<file path="src/design/sss_pkg.sv">
// Constants and types shared by the SPI slave semaphore register block
package sss_pkg;
    localparam int ADDR_W = 12;
    localparam logic [11:0] OFF_LOCK_REQ = 12'h024;
    localparam logic [11:0] OFF_GIVEBACK = 12'h028;
    localparam logic [11:0] OFF_DONE_EV = 12'h104;
    localparam logic [11:0] OFF_RXFULL_EV = 12'h110;
    localparam logic [11:0] OFF_GRANT_EV = 12'h128;
    localparam logic [11:0] OFF_EVENT_TASK_SHORTCUTS = 12'h200;
    localparam logic [11:0] OFF_IRQ_SET = 12'h304;
    localparam logic [11:0] OFF_IRQ_CLR = 12'h308;
    localparam logic [11:0] OFF_OWNER = 12'h400;
    localparam logic [11:0] OFF_STATUS = 12'h440;
    localparam logic [11:0] OFF_ENABLE = 12'h500;
    localparam logic [11:0] OFF_PSEL_SCK = 12'h508;
    localparam logic [11:0] OFF_PSEL_MISO = 12'h50C;
    localparam logic [11:0] OFF_PSEL_MOSI = 12'h510;
    localparam logic [11:0] OFF_CHIP_SELECT_PIN_SELECT = 12'h514;
    localparam logic [11:0] OFF_RX_PTR = 12'h534;
    localparam logic [11:0] OFF_RX_LIMIT = 12'h538;
    localparam logic [11:0] OFF_RX_COUNT = 12'h53C;
    localparam logic [11:0] OFF_RX_LIST = 12'h540;
    localparam logic [11:0] OFF_TX_PTR = 12'h544;
    localparam logic [11:0] OFF_TX_LIMIT = 12'h548;
    localparam logic [11:0] OFF_TX_COUNT = 12'h54C;
    localparam logic [11:0] OFF_TX_LIST = 12'h550;
    localparam logic [11:0] OFF_IGN_FILL = 12'h55C;
    localparam logic [11:0] OFF_OVR_FILL = 12'h5C0;
    localparam logic [11:0] OFF_BUF_IDX = 12'h580;
    localparam logic [11:0] OFF_BUF_DATA = 12'h584;
    // Event bit positions, shared by event, enable and irq logic
    localparam int EV_DONE = 0;
    localparam int EV_RXFULL = 1;
    localparam int EV_GRANT = 2;
    localparam int NUM_EV = 3;
    // Status bit positions
    localparam int ST_OVERREAD = 0;
    localparam int ST_OVERFLOW = 1;
    localparam int LIST_W = 3;
    localparam logic [31:0] PSEL_RST = 32'hFFFFFFFF;
    localparam logic [7:0] FILL_RST = 8'h00;
    localparam logic [2:0] PIN_SYNC_RST = 3'h2;
    typedef enum logic [1:0] {SEM_FREE, SEM_CPU, SEM_SPI} sss_sem_t;
endpackage : sss_pkg

</file>
<file path="src/design/sss_regs.sv">
// SPI slave with buffer semaphore, event flags and register port
// What this block does
// RULE_01 - Writing one to give-back hands the semaphore from CPU to free.
// RULE_02 - Receive-full flag reads one after the receive buffer fills.
// RULE_03 - Ignored transactions shift out the ignored-fill character.
// RULE_04 - Receive count shows bytes stored in the last granted transaction.
// RULE_05 - Transmit count shows bytes taken in the last granted transaction.
// RULE_06 - Receive limit caps bytes stored per granted transaction.
// RULE_07 - Transmit limit caps bytes taken per granted transaction.
// RULE_08 - Status register holds error bits from the latest transaction.
// RULE_09 - Shortcut hands the semaphore to CPU when a transaction ends.
// RULE_10 - End of granted transaction frees semaphore and raises done flag.
// RULE_11 - Chip-select fall takes semaphore, else transaction is ignored.
// RULE_12 - Lock request while CPU owns semaphore raises granted flag at once.
// RULE_13 - Bytes beyond receive limit are dropped and flag overflow.
// RULE_14 - Event flags stay set until software writes zero. Code takes receive-full and granted writes from bits 1 and 2, not bit 0.
//
// The address-and-strobe port is this design's own decision.
`timescale 1ns/100ps
module sss_regs
    import sss_pkg::*;
#(
    parameter int CNT_W = 8,
    parameter int BUF_AW = 4
) (
    // Clock and reset
    input wire logic clk,
    input wire logic rst,
    // Register port
    input wire logic [ADDR_W-1:0] addr,
    input wire logic wr_en,
    input wire logic [31:0] wr_data,
    input wire logic rd_en,
    output logic [31:0] rd_data,
    // Serial pins
    input wire logic sck_i,
    input wire logic csn_n_i,
    input wire logic mosi_i,
    output logic miso_o,
    output logic miso_oe_n,
    // Interrupt
    output logic irq
);
    localparam int DEPTH = 2 ** BUF_AW;

    logic [2:0] sync1_ff;
    logic [2:0] sync2_ff;
    logic sck_d_ff;
    logic csn_d_ff;
    sss_sem_t owner_ff;
    logic pend_ff;
    logic en_ff;
    logic event_task_shortcuts_ff;
    logic [NUM_EV-1:0] ev_ff;
    logic [NUM_EV-1:0] inten_ff;
    logic [1:0] st_ff;
    logic irq_ff;
    logic [31:0] psel_ff [4];
    logic [31:0] rx_ptr_ff;
    logic [31:0] tx_ptr_ff;
    logic [CNT_W-1:0] rx_lim_ff;
    logic [CNT_W-1:0] tx_lim_ff;
    logic [CNT_W-1:0] rx_count_ff;
    logic [CNT_W-1:0] tx_count_ff;
    logic [LIST_W-1:0] rx_list_ff;
    logic [LIST_W-1:0] tx_list_ff;
    logic [7:0] ign_fill_ff;
    logic [7:0] ovr_fill_ff;
    logic [BUF_AW-1:0] idx_ff;
    logic [7:0] rx_mem [DEPTH];
    logic [7:0] tx_mem [DEPTH];
    logic active_ff;
    logic granted_ff;
    logic oe_n_ff;
    logic [2:0] bit_ff;
    logic [7:0] rx_sh_ff;
    logic [7:0] tx_sh_ff;
    logic [CNT_W-1:0] rx_cnt_ff;
    logic [CNT_W-1:0] tx_cnt_ff;
    logic cur_take_ff;
    logic cur_ovr_ff;
    logic [31:0] rd_data_ff;
    logic [31:0] nxt_rd_data;
    logic [7:0] nxt_tx_byte;
    logic nxt_take;
    logic nxt_ovr;
    logic nxt_grant;
    logic [CNT_W-1:0] tx_base;

    function automatic logic wr_at(input logic [ADDR_W-1:0] off);
        return wr_en && (addr == off);
    endfunction : wr_at

    // Pin synchronisers, then edge detect on the second stage
    always_ff @(posedge clk or posedge rst) begin
        if (rst) begin
            sync1_ff <= PIN_SYNC_RST;
            sync2_ff <= PIN_SYNC_RST;
            sck_d_ff <= 1'b0;
            csn_d_ff <= 1'b1;
        end else begin
            sync1_ff <= {mosi_i, csn_n_i, sck_i};
            sync2_ff <= sync1_ff;
            sck_d_ff <= sync2_ff[0];
            csn_d_ff <= sync2_ff[1];
        end
    end

    wire sck_rise = sync2_ff[0] && !sck_d_ff;
    wire sck_fall = !sync2_ff[0] && sck_d_ff;
    wire cs_fall = en_ff && !sync2_ff[1] && csn_d_ff;
    wire cs_rise = active_ff && sync2_ff[1];
    wire lock_req = en_ff && wr_at(OFF_LOCK_REQ) && wr_data[0];
    wire lock_give = en_ff && wr_at(OFF_GIVEBACK) && wr_data[0];
    // RULE_11 take on select fall
    wire spi_take = cs_fall && (owner_ff == SEM_FREE) && !lock_req;
    wire done = cs_rise && granted_ff;
    wire cpu_next = pend_ff || lock_req || event_task_shortcuts_ff;
    wire byte_done = active_ff && sck_rise && (bit_ff == 3'h7);
    wire [7:0] rx_byte = {rx_sh_ff[6:0], sync2_ff[2]};
    wire rx_room = rx_cnt_ff < rx_lim_ff;
    wire rx_store = byte_done && granted_ff && rx_room;
    wire rx_over = byte_done && granted_ff && !rx_room;
    wire rx_full = rx_store && ((rx_cnt_ff + 1'b1) == rx_lim_ff);
    wire load = cs_fall || (active_ff && sck_fall && (bit_ff == 3'h0));
    wire [BUF_AW-1:0] rx_idx = rx_ptr_ff[BUF_AW-1:0] + rx_cnt_ff[BUF_AW-1:0];
    wire [BUF_AW-1:0] tx_idx = tx_ptr_ff[BUF_AW-1:0] + tx_base[BUF_AW-1:0];
    wire grant_set = (lock_req && owner_ff != SEM_SPI) || (done && cpu_next);
    wire [NUM_EV-1:0] ev_set = {grant_set, rx_full, done};
    wire [NUM_EV-1:0] ev_wr = {wr_at(OFF_GRANT_EV), wr_at(OFF_RXFULL_EV),
        wr_at(OFF_DONE_EV)};

    // Semaphore owner; CPU holds it while disabled and right after enable
    always_ff @(posedge clk or posedge rst) begin
        if (rst) begin
            owner_ff <= SEM_CPU;
            pend_ff <= 1'b0;
        end else if (!en_ff) begin
            owner_ff <= SEM_CPU;
            pend_ff <= 1'b0;
        end else if (done) begin
            // RULE_10 free at end
            // RULE_09 shortcut to CPU
            owner_ff <= cpu_next ? SEM_CPU : SEM_FREE;
            pend_ff <= 1'b0;
        end else if (lock_req) begin
            // RULE_12 lock request
            if (owner_ff == SEM_SPI) begin
                pend_ff <= 1'b1;
            end else begin
                owner_ff <= SEM_CPU;
            end
        end else if (lock_give && owner_ff == SEM_CPU) begin
            // RULE_01 give back
            owner_ff <= SEM_FREE;
        end else if (spi_take) begin
            owner_ff <= SEM_SPI;
        end
    end

    // Sticky event flags, hardware set beats software clear
    generate
        for (genvar i = 0; i < NUM_EV; i++) begin : g_ev
            always_ff @(posedge clk or posedge rst) begin
                if (rst) begin
                    ev_ff[i] <= 1'b0;
                end else begin
                    // RULE_14 write zero clears
                    ev_ff[i] <= ev_set[i] || (ev_wr[i] ? wr_data[i] : ev_ff[i]);
                end
            end
        end
    endgenerate

    // Interrupt enable set/clear and level output
    always_ff @(posedge clk or posedge rst) begin
        if (rst) begin
            inten_ff <= '0;
            irq_ff <= 1'b0;
        end else begin
            if (wr_at(OFF_IRQ_SET)) begin
                inten_ff <= inten_ff | wr_data[NUM_EV-1:0];
            end else if (wr_at(OFF_IRQ_CLR)) begin
                inten_ff <= inten_ff & ~wr_data[NUM_EV-1:0];
            end
            irq_ff <= |(ev_ff & inten_ff);
        end
    end

    // Status of latest transaction, write one to clear
    always_ff @(posedge clk or posedge rst) begin
        if (rst) begin
            st_ff <= '0;
        end else begin
            // RULE_08 error status
            // RULE_13 overflow flag
            st_ff[ST_OVERREAD] <= (byte_done && cur_ovr_ff) ||
                (st_ff[ST_OVERREAD] && !(wr_at(OFF_STATUS) && wr_data[ST_OVERREAD]));
            st_ff[ST_OVERFLOW] <= rx_over ||
                (st_ff[ST_OVERFLOW] && !(wr_at(OFF_STATUS) && wr_data[ST_OVERFLOW]));
        end
    end

    // Plain configuration registers
    always_ff @(posedge clk or posedge rst) begin
        if (rst) begin
            en_ff <= 1'b0;
            event_task_shortcuts_ff <= 1'b0;
            rx_ptr_ff <= '0;
            tx_ptr_ff <= '0;
            rx_lim_ff <= '0;
            tx_lim_ff <= '0;
            rx_list_ff <= '0;
            tx_list_ff <= '0;
            ign_fill_ff <= FILL_RST;
            ovr_fill_ff <= FILL_RST;
            idx_ff <= '0;
        end else if (wr_en) begin
            unique case (addr)
                OFF_ENABLE: en_ff <= wr_data[0];
                OFF_EVENT_TASK_SHORTCUTS: event_task_shortcuts_ff <= wr_data[0];
                OFF_RX_PTR: rx_ptr_ff <= wr_data;
                OFF_TX_PTR: tx_ptr_ff <= wr_data;
                OFF_RX_LIMIT: rx_lim_ff <= wr_data[CNT_W-1:0];
                OFF_TX_LIMIT: tx_lim_ff <= wr_data[CNT_W-1:0];
                OFF_RX_LIST: rx_list_ff <= wr_data[LIST_W-1:0];
                OFF_TX_LIST: tx_list_ff <= wr_data[LIST_W-1:0];
                OFF_IGN_FILL: ign_fill_ff <= wr_data[7:0];
                OFF_OVR_FILL: ovr_fill_ff <= wr_data[7:0];
                OFF_BUF_IDX: idx_ff <= wr_data[BUF_AW-1:0];
                default: ;
            endcase
        end
    end

    generate
        for (genvar p = 0; p < 4; p++) begin : g_psel
            always_ff @(posedge clk or posedge rst) begin
                if (rst) begin
                    psel_ff[p] <= PSEL_RST;
                end else if (wr_at(OFF_PSEL_SCK + ADDR_W'(4 * p))) begin
                    psel_ff[p] <= wr_data;
                end
            end
        end
    endgenerate

    // Buffers: software fills transmit, SPI fills receive
    always_ff @(posedge clk) begin
        if (wr_at(OFF_BUF_DATA)) begin
            tx_mem[idx_ff] <= wr_data[7:0];
        end
    end

    always_ff @(posedge clk) begin
        if (rx_store) begin
            rx_mem[rx_idx] <= rx_byte;
        end
    end

    // Next transmit byte source
    always_comb begin
        nxt_grant = cs_fall ? spi_take : granted_ff;
        tx_base = cs_fall ? '0 : tx_cnt_ff;
        nxt_tx_byte = ign_fill_ff;
        nxt_take = 1'b0;
        nxt_ovr = 1'b0;
        if (nxt_grant) begin
            // RULE_07 transmit limit
            if (tx_base < tx_lim_ff) begin
                nxt_tx_byte = tx_mem[tx_idx];
                nxt_take = 1'b1;
            end else begin
                nxt_tx_byte = ovr_fill_ff;
                nxt_ovr = 1'b1;
            end
        end
    end

    // Transaction engine, mode 0: sample on rise, shift on fall
    always_ff @(posedge clk or posedge rst) begin
        if (rst) begin
            active_ff <= 1'b0;
            granted_ff <= 1'b0;
            oe_n_ff <= 1'b1;
            bit_ff <= '0;
            rx_sh_ff <= '0;
            tx_sh_ff <= '0;
            rx_cnt_ff <= '0;
            tx_cnt_ff <= '0;
            cur_take_ff <= 1'b0;
            cur_ovr_ff <= 1'b0;
        end else if (!en_ff || cs_rise) begin
            active_ff <= 1'b0;
            granted_ff <= 1'b0;
            oe_n_ff <= 1'b1;
        end else begin
            if (cs_fall) begin
                active_ff <= 1'b1;
                granted_ff <= spi_take;
                oe_n_ff <= 1'b0;
                bit_ff <= '0;
                rx_cnt_ff <= '0;
                tx_cnt_ff <= '0;
            end else if (active_ff && sck_rise) begin
                bit_ff <= bit_ff + 1'b1;
                rx_sh_ff <= rx_byte;
            end
            // RULE_06 receive limit
            if (rx_store) begin
                rx_cnt_ff <= rx_cnt_ff + 1'b1;
            end
            // RULE_05 count bytes sent
            if (byte_done && cur_take_ff) begin
                tx_cnt_ff <= tx_cnt_ff + 1'b1;
            end
            // Prefetched byte counts only once it is fully shifted out
            if (load) begin
                // RULE_03 ignored fill
                tx_sh_ff <= nxt_tx_byte;
                cur_take_ff <= nxt_take;
                cur_ovr_ff <= nxt_ovr;
            end else if (active_ff && sck_fall) begin
                tx_sh_ff <= {tx_sh_ff[6:0], 1'b0};
            end
        end
    end

    // Counts latched at end of granted transaction
    always_ff @(posedge clk or posedge rst) begin
        if (rst) begin
            rx_count_ff <= '0;
            tx_count_ff <= '0;
        end else if (done) begin
            // RULE_04 receive count
            rx_count_ff <= rx_cnt_ff;
            // RULE_05 transmit count
            tx_count_ff <= tx_cnt_ff;
        end
    end

    // Read mux; unmapped and task addresses read zero
    always_comb begin
        nxt_rd_data = '0;
        unique case (addr)
            OFF_DONE_EV: nxt_rd_data[0] = ev_ff[EV_DONE];
            // RULE_02 receive full reads
            OFF_RXFULL_EV: nxt_rd_data[0] = ev_ff[EV_RXFULL];
            OFF_GRANT_EV: nxt_rd_data[0] = ev_ff[EV_GRANT];
            OFF_EVENT_TASK_SHORTCUTS: nxt_rd_data[0] = event_task_shortcuts_ff;
            OFF_IRQ_SET, OFF_IRQ_CLR: nxt_rd_data[NUM_EV-1:0] = inten_ff;
            OFF_OWNER: nxt_rd_data[1:0] = owner_ff;
            OFF_STATUS: nxt_rd_data[1:0] = st_ff;
            OFF_ENABLE: nxt_rd_data[0] = en_ff;
            OFF_PSEL_SCK: nxt_rd_data = psel_ff[0];
            OFF_PSEL_MISO: nxt_rd_data = psel_ff[1];
            OFF_PSEL_MOSI: nxt_rd_data = psel_ff[2];
            OFF_CHIP_SELECT_PIN_SELECT: nxt_rd_data = psel_ff[3];
            OFF_RX_PTR: nxt_rd_data = rx_ptr_ff;
            OFF_TX_PTR: nxt_rd_data = tx_ptr_ff;
            OFF_RX_LIMIT: nxt_rd_data[CNT_W-1:0] = rx_lim_ff;
            OFF_TX_LIMIT: nxt_rd_data[CNT_W-1:0] = tx_lim_ff;
            OFF_RX_COUNT: nxt_rd_data[CNT_W-1:0] = rx_count_ff;
            OFF_TX_COUNT: nxt_rd_data[CNT_W-1:0] = tx_count_ff;
            OFF_RX_LIST: nxt_rd_data[LIST_W-1:0] = rx_list_ff;
            OFF_TX_LIST: nxt_rd_data[LIST_W-1:0] = tx_list_ff;
            OFF_IGN_FILL: nxt_rd_data[7:0] = ign_fill_ff;
            OFF_OVR_FILL: nxt_rd_data[7:0] = ovr_fill_ff;
            OFF_BUF_IDX: nxt_rd_data[BUF_AW-1:0] = idx_ff;
            OFF_BUF_DATA: nxt_rd_data[7:0] = rx_mem[idx_ff];
            default: nxt_rd_data = '0;
        endcase
    end

    always_ff @(posedge clk or posedge rst) begin
        if (rst) begin
            rd_data_ff <= '0;
        end else begin
            rd_data_ff <= rd_en ? nxt_rd_data : '0;
        end
    end

    assign rd_data = rd_data_ff;
    assign miso_o = tx_sh_ff[7];
    assign miso_oe_n = oe_n_ff;
    assign irq = irq_ff;
endmodule : sss_regs
</file>
<file path="config.mk">
export PLATFORM = sky130hd
export DESIGN_NAME = sss_regs
export DESIGN_NICKNAME = d
export VERILOG_FILES = /design/src/design/sss_pkg.sv /design/src/design/sss_regs.sv
export SDC_FILE = /design/constraint.sdc
export NUM_CORES = 1
export LEC_CHECK = 0
export CORE_MARGIN = 2
export CORE_UTILIZATION = 45
export CTS_BUF_LIST = sky130_fd_sc_hd__clkbuf_8 sky130_fd_sc_hd__clkbuf_16
export CTS_CLUSTER_DIAMETER = 50
export DETAILED_ROUTE_END_ITERATION = 16
export DONT_BUFFER_PORTS = 1
export PLACE_DENSITY = 0.59
export SLEW_MARGIN = 20
export SYNTH_ARGS = -nofsm -noshare
export SYNTH_HDL_FRONTEND = slang
export SYNTH_SLANG_ARGS = --single-unit
</file>
<file path="constraint.sdc">
create_clock -name clk -period 10.1 [get_ports clk]
set_input_delay 1.01 -clock clk [delete_from_list [all_inputs] [get_ports clk]]
set_output_delay 1.01 -clock clk [all_outputs]
set_load 0.02 [all_outputs]
</file>
==> results of run 1 <==
==> cell usage after synthesis, drive strengths merged, types with 16 or more instances <==
| cell | count |
|---|---|
| mux2 | 274 |
| edfxtp | 256 |
| dfrtp | 210 |
| dfstp | 133 |
| nor2 | 91 |
| nand2 | 86 |
| mux4 | 72 |
| buf | 59 |
| o21ai | 49 |
| clkbuf | 48 |
| a22oi | 44 |
| a21oi | 36 |
| a222oi | 31 |
| nor3 | 31 |
| inv | 29 |
| nand3 | 29 |
| ha | 26 |
| and2 | 25 |
| a21boi | 19 |
| a221oi | 18 |
| mux2i | 16 |
==> final timing paths <==
kind,start,cells past startpoint,slack (ps),endpoint
worst min register to register,sync1_ff[0],0,350,sync2_ff[0]
worst max register to register,csn_d_ff,10,5970,tx_sh_ff[1]
worst min-delay path,sync1_ff[0],0,350,sync2_ff[0]
min in group asynchronous,rst,2,430,rx_ptr_ff[8]
max in group asynchronous,rst,4,7300,tx_cnt_ff[0]
worst max-delay path,csn_d_ff,10,5970,tx_sh_ff[1]
==> stage by stage <==
stage	setup slack [ps]	power, mW	hold WS (ps)	utilization
4_1_cts	5930	5.40	347	0.508
3_3_place_gp	5810	2.67	334	0.464
5_1_grt	5620	5.52	352	0.508
3_5_place_dp	5930	2.67	335	0.464
6_report	5970	5.35	346	0.508
2_1_floorplan	4610	2.66	331	-
==> sequential cells by signal (all words and copies together) (netlist names), 3 cells and up, named ones only <==
name / cells
rx_count_ff: 8
tx_list_ff: 3
rd_data: 32
rx_ptr_ff: 32
tx_count_ff: 8
rx_cnt_ff: 8
tx_mem: 128
rx_mem: 128
rx_sh_ff: 7
ovr_fill_ff: 8
ign_fill_ff: 8
tx_ptr_ff: 32
sync1_ff: 3
ev_ff: 3
bit_ff: 3
sync2_ff: 3
tx_sh_ff: 8
psel_ff: 128
tx_lim_ff: 8
tx_cnt_ff: 8
rx_lim_ff: 8
rx_list_ff: 3
idx_ff: 4
==> cell type report <==
| cell class | instances | area share |
|---|---|---|
| Timing Repair Buffer | 23 | 0.00621 |
| Clock inverter | 57 | 0.0174 |
| Sequential cell | 599 | 0.551 |
| Tap cell | 773 | 0.0324 |
| Inverter | 29 | 0.00378 |
| Clock buffer | 85 | 0.0691 |
| Multi-Input combinational cell | 1033 | 0.320 |
==> metal layers <==
metal  vias to the layer above  GRT usage  share of wire
met3                       109     0.0495          0.075
met5                         -          0              0
met2                       573      0.342           0.45
met1                      8188      0.329           0.45
met4                         0     0.0769          0.026
li1                       6792          -              -
==> critical path: stages (launching register included) <==
cell and delay (ps):
dfstp_2 600, nand3b_1 660, and2_1 480, ha_1 330, a31oi_1 280, o21ai_4 120, xor2_4 690, mux2i_1 350
o311ai_1 130, a221oi_1 300, a21oi_1 70
==> kinds of logic after synthesis <==
group                    share of synthesized area
AND/OR/NAND/NOR                             0.0644
flip-flops                                   0.618
multiplexers                                 0.191
XOR/XNOR                                   0.00795
adder cells (fa/ha/maj)                     0.0130
AO/OA/AOI/OAI                               0.0803
buffers and inverters                       0.0249
==> power groups by stage <==
stage | clock (mW) | combinational, mW | sequential [mW]
floorplan | 0 | 0.0614 | 2.60
global placement | 0 | 0.0695 | 2.60
detailed placement | 0 | 0.0706 | 2.60
finish | 2.72 | 0.0697 | 2.55
global route | 2.89 | 0.0772 | 2.55
CTS | 2.78 | 0.0707 | 2.55
==> flow_summary.ini, run 1 <==
[synthesis]
async_reset_ff_frac = 0.573
synth_top_area_frac = 0.289
synth_edf_count = 256
syn_area_per_cell_sq_um = 15.0
yosysSeqAreaShare = 0.618
yosys-top-cells-area = edfxtp_1 (29%), dfrtp_1 (20%), dfstp_2 (13%)
syn_nets = 1846
synth_ff_type = edfxtp_1
yosysTopAreaCell = edfxtp_1
synthCells = 1768
synth_seq_cells = 599
yosysUniqueCellTypes = 77
netlist_area_sq_um = 26600
ys.warnings.count = 0

[worst_hold_path]
hold_path.class = reg2reg

[power]
p_sw_mw = 1.14
comb_power_share = 0.013
p_int_mw = 4.21
switching_share = 0.213
pwr-share-seq = 0.478
p_clk_frac = 0.509
irDropWorstVdd_uv = 121
power.leakage_nw = 11.5
powerDensity_nw_per_um2 = 179

[placed_design]
numPortBuffers = 0
placed_cell_area_sq_um = 27200
dp_cells = 2457
place_hpwl_microns = 44000
place_congestion = 0.912

[global_route]
grt_overflow_total = 0
antenna_found_initial = 0
grt_max_degree = 144
grt_pass1_wl_microns = 103000
grt_usage = 0.228
grt_pass1_vias = 16000

[clock_network]
htreeDepth = 3
cts_buffers = 76
cts_max_path_buffers = 3
path_clk_slew_ps = 60
clock_sinks = 599
ctsResizeCount = 0
worstSkewPairLatency_ps = 620
cts_root_buf = clkbuf_16
cts_tree = done
cts_setup_buffers = 0
cts_hold_buf = 0

[layout]
fin_area_sq_um = 29800
diodes = 0
drive_gt1_frac = 0.364
mostFrequentLayoutCell = edfxtp_1
seqCellArea_sq_um = 16400
multi_input_area_sq_um = 9540
nets = 1840
final_cell_mix = edfxtp_1 (256), mux2_2 (211), dfrtp_1 (209)
instances_no_fill = 2599
fillers = 4848
syn_to_final_growth_pct = 12.1

[flow_run]
cap_violations = 0

[setup_path]
critPathMaxFanout = 21
startpoint_type = flip-flop
cp_data_arrival_time_ps = 4610
cp.required_ps = 10580
crit_type = reg2reg
crit_path_end_kind = flip-flop

[sta]
clock.fmax_ghz = 0.242
min_period_over_period = 0.409
finClkSkew_ps = 18.5
hold_viol = 0
max_slew_margin = 0.279
drv_slew = 0
worst_pin_slew_ps = 1080
finalSetupViolations = 0
timing.final.crit_period_ps = 4130
finalSetupTns_ps = 0
rsz0062_at_grt = no

[drt]
routed_via_density = 6.03
drc = 0
drt_first_iter_violations = 1438
ant_nets = 0
wirelength_microns = 68500
wl_per_cell_microns = 26.3
vias = 15700
firstDrtPassIters = 6

[die]
initial_core_util = 0.453
die_w_microns = 247
coreArea_sq_um = 58700
pin_count = 86
die_h_microns = 247
die_area_sq_um = 61100
rows = 89

[run_status]
status = finished, final reports clean
(Power assumes the default switching activity.)
==> run 2: changes to the inputs <==
PLACE_DENSITY = 0.57   (was 0.59)
clock period = 3.9 ns   (was 10.1 ns; I/O delays follow)
==> flow_summary.ini, run 2 (synthesized netlist as in run 1, its figures left out) <==
[drt]
vias = 15900
drt_first_iter_violations = 1419
wl_per_cell_microns = 26.7
drc = 0
firstDrtPassIters = 5
wirelength_microns = 71300
routed_via_density = 5.95
ant_nets = 0

[layout]
mostFrequentLayoutCell = edfxtp_1
instances_no_fill = 2671
multi_input_area_sq_um = 9530
fillers = 4831
syn_to_final_growth_pct = 14.4
largest_registers = psel_ff x128, rx_mem x128, tx_mem x128
fin_area_sq_um = 30400
seqCellArea_sq_um = 16400
final_util = 0.518
drive_gt1_frac = 0.368
nets = 1915
final_cell_mix = edfxtp_1 (256), mux2_2 (211), dfrtp_1 (209)

[clock_network]
cts_tree = done
cts_root_buf = clkbuf_16
ctsResizeCount = 0
clock_sinks = 599
cts_hold_buf = 38
cts_setup_buffers = 0
worstSkewPairLatency_ps = 620
cts_max_path_buffers = 3
cts_buffers = 72
htreeDepth = 3
path_clk_slew_ps = 60

[die]
pin_count = 86
die_h_microns = 247
initial_core_util = 0.453
rows = 89
die_area_sq_um = 61100
die_w_microns = 247
coreArea_sq_um = 58700

[setup_path]
cpPeakStageDelay_ps = 620
cp_data_arrival_time_ps = 4010
crit_chain = nand3b_1 -> buf_4 -> and2_1 -> ha_1 -> a21o_1 -> a21o_1 -> a221o_1 -> nor2b_1 -> a221oi_1 -> a21oi_1
startpoint_type = flip-flop
crit_path_end_kind = flip-flop
path_buf_inv = 1
crit_type = reg2reg
crit_top_cell = a21o_1
cp.required_ps = 4430
slowest_stage = dfstp_2
critPathMaxFanout = 19
path_delay_family = compound AO/OA/AOI/OAI gates

[power]
irDropWorstVdd_uv = 305
p_sw_mw = 2.89
pwr-share-seq = 0.489
p_int_mw = 10.6
p_clk_frac = 0.489
power.leakage_nw = 11.9
switching_share = 0.214
powerDensity_nw_per_um2 = 445
p_total_mw = 13.5
comb_power_share = 0.022

[sta]
finalSetupTns_ps = 0
fin_ws_ps = 421
hold_viol = 0
rsz0062_at_grt = no
worst_pin_slew_ps = 1030
max_slew_margin = 0.308
finalSetupViolations = 0
min_period_over_period = 0.892
drv_slew = 0
clock.fmax_ghz = 0.287
hold_ws_ps = 43.2
timing.final.crit_period_ps = 3480
finClkSkew_ps = 28.5

[global_route]
grt_max_degree = 142
grt_pass1_vias = 16400
antenna_found_initial = 1
grt_pass1_wl_microns = 107000
grt_overflow_total = 0
grt_usage = 0.238

[flow_run]
cap_violations = 0

[placed_design]
place_ws_ps = 489
numPortBuffers = 0
place_hpwl_microns = 45300
placed_cell_area_sq_um = 27600
place_congestion = 0.935
dp_cells = 2498

[worst_hold_path]
hold_path.class = in2reg

[run_status]
status = finished, final reports clean
run 2: cell types whose count changed in the layout (fill, tap and decap cells not counted), sizes merged:
cell and change:
buf +50, dlygate4sd3 +29, clkinv -7, clkbuf -6, inv +4, clkinvlp +1, diode +1
run 2: area by class of cell:
cell class	count	area share
diodes	1	0.0000822
clock buffers	79	0.0627
clock inverters	55	0.0158
inverters	29	0.00370
multi-input cells	1033	0.313
flip-flops and latches	599	0.540
well taps	773	0.0318
repair buffers	102	0.0324
run 2: power groups by stage:
stage                     sequential (mW)  clock, mW  combinational (mW)
after floorplan                      6.72          0               0.159
after global placement               6.73          0               0.183
after detailed placement             6.73          0               0.186
after CTS                            6.61       6.77               0.303
after global routing                 6.61       7.07               0.327
final                                6.62       6.63               0.299
run 2: worst paths after layout:
kind / startpoint / to / slack [ps] / cells past startpoint
max: csn_d_ff / tx_sh_ff[6] / 420 / 10
min: wr_en / event_task_shortcuts_ff / 40 / 2
max reg2reg: csn_d_ff / tx_sh_ff[6] / 420 / 10
min reg2reg: sync1_ff[0] / sync2_ff[0] / 350 / 0
max in group asynchronous: rst / rd_data[25] / 2540 / 3
min in group asynchronous: rst / tx_ptr_ff[8] / 290 / 2
run 2: metal layers:
| metal | vias up | wire length [microns] | global-route usage |
|---|---|---|---|
| met4 | 0 | 2240 | 0.0856 |
| met2 | 504 | 31800 | 0.355 |
| li1 | 6942 | - | - |
| met3 | 122 | 4980 | 0.0596 |
| met5 | - | 0 | 0 |
| met1 | 8315 | 32200 | 0.338 |
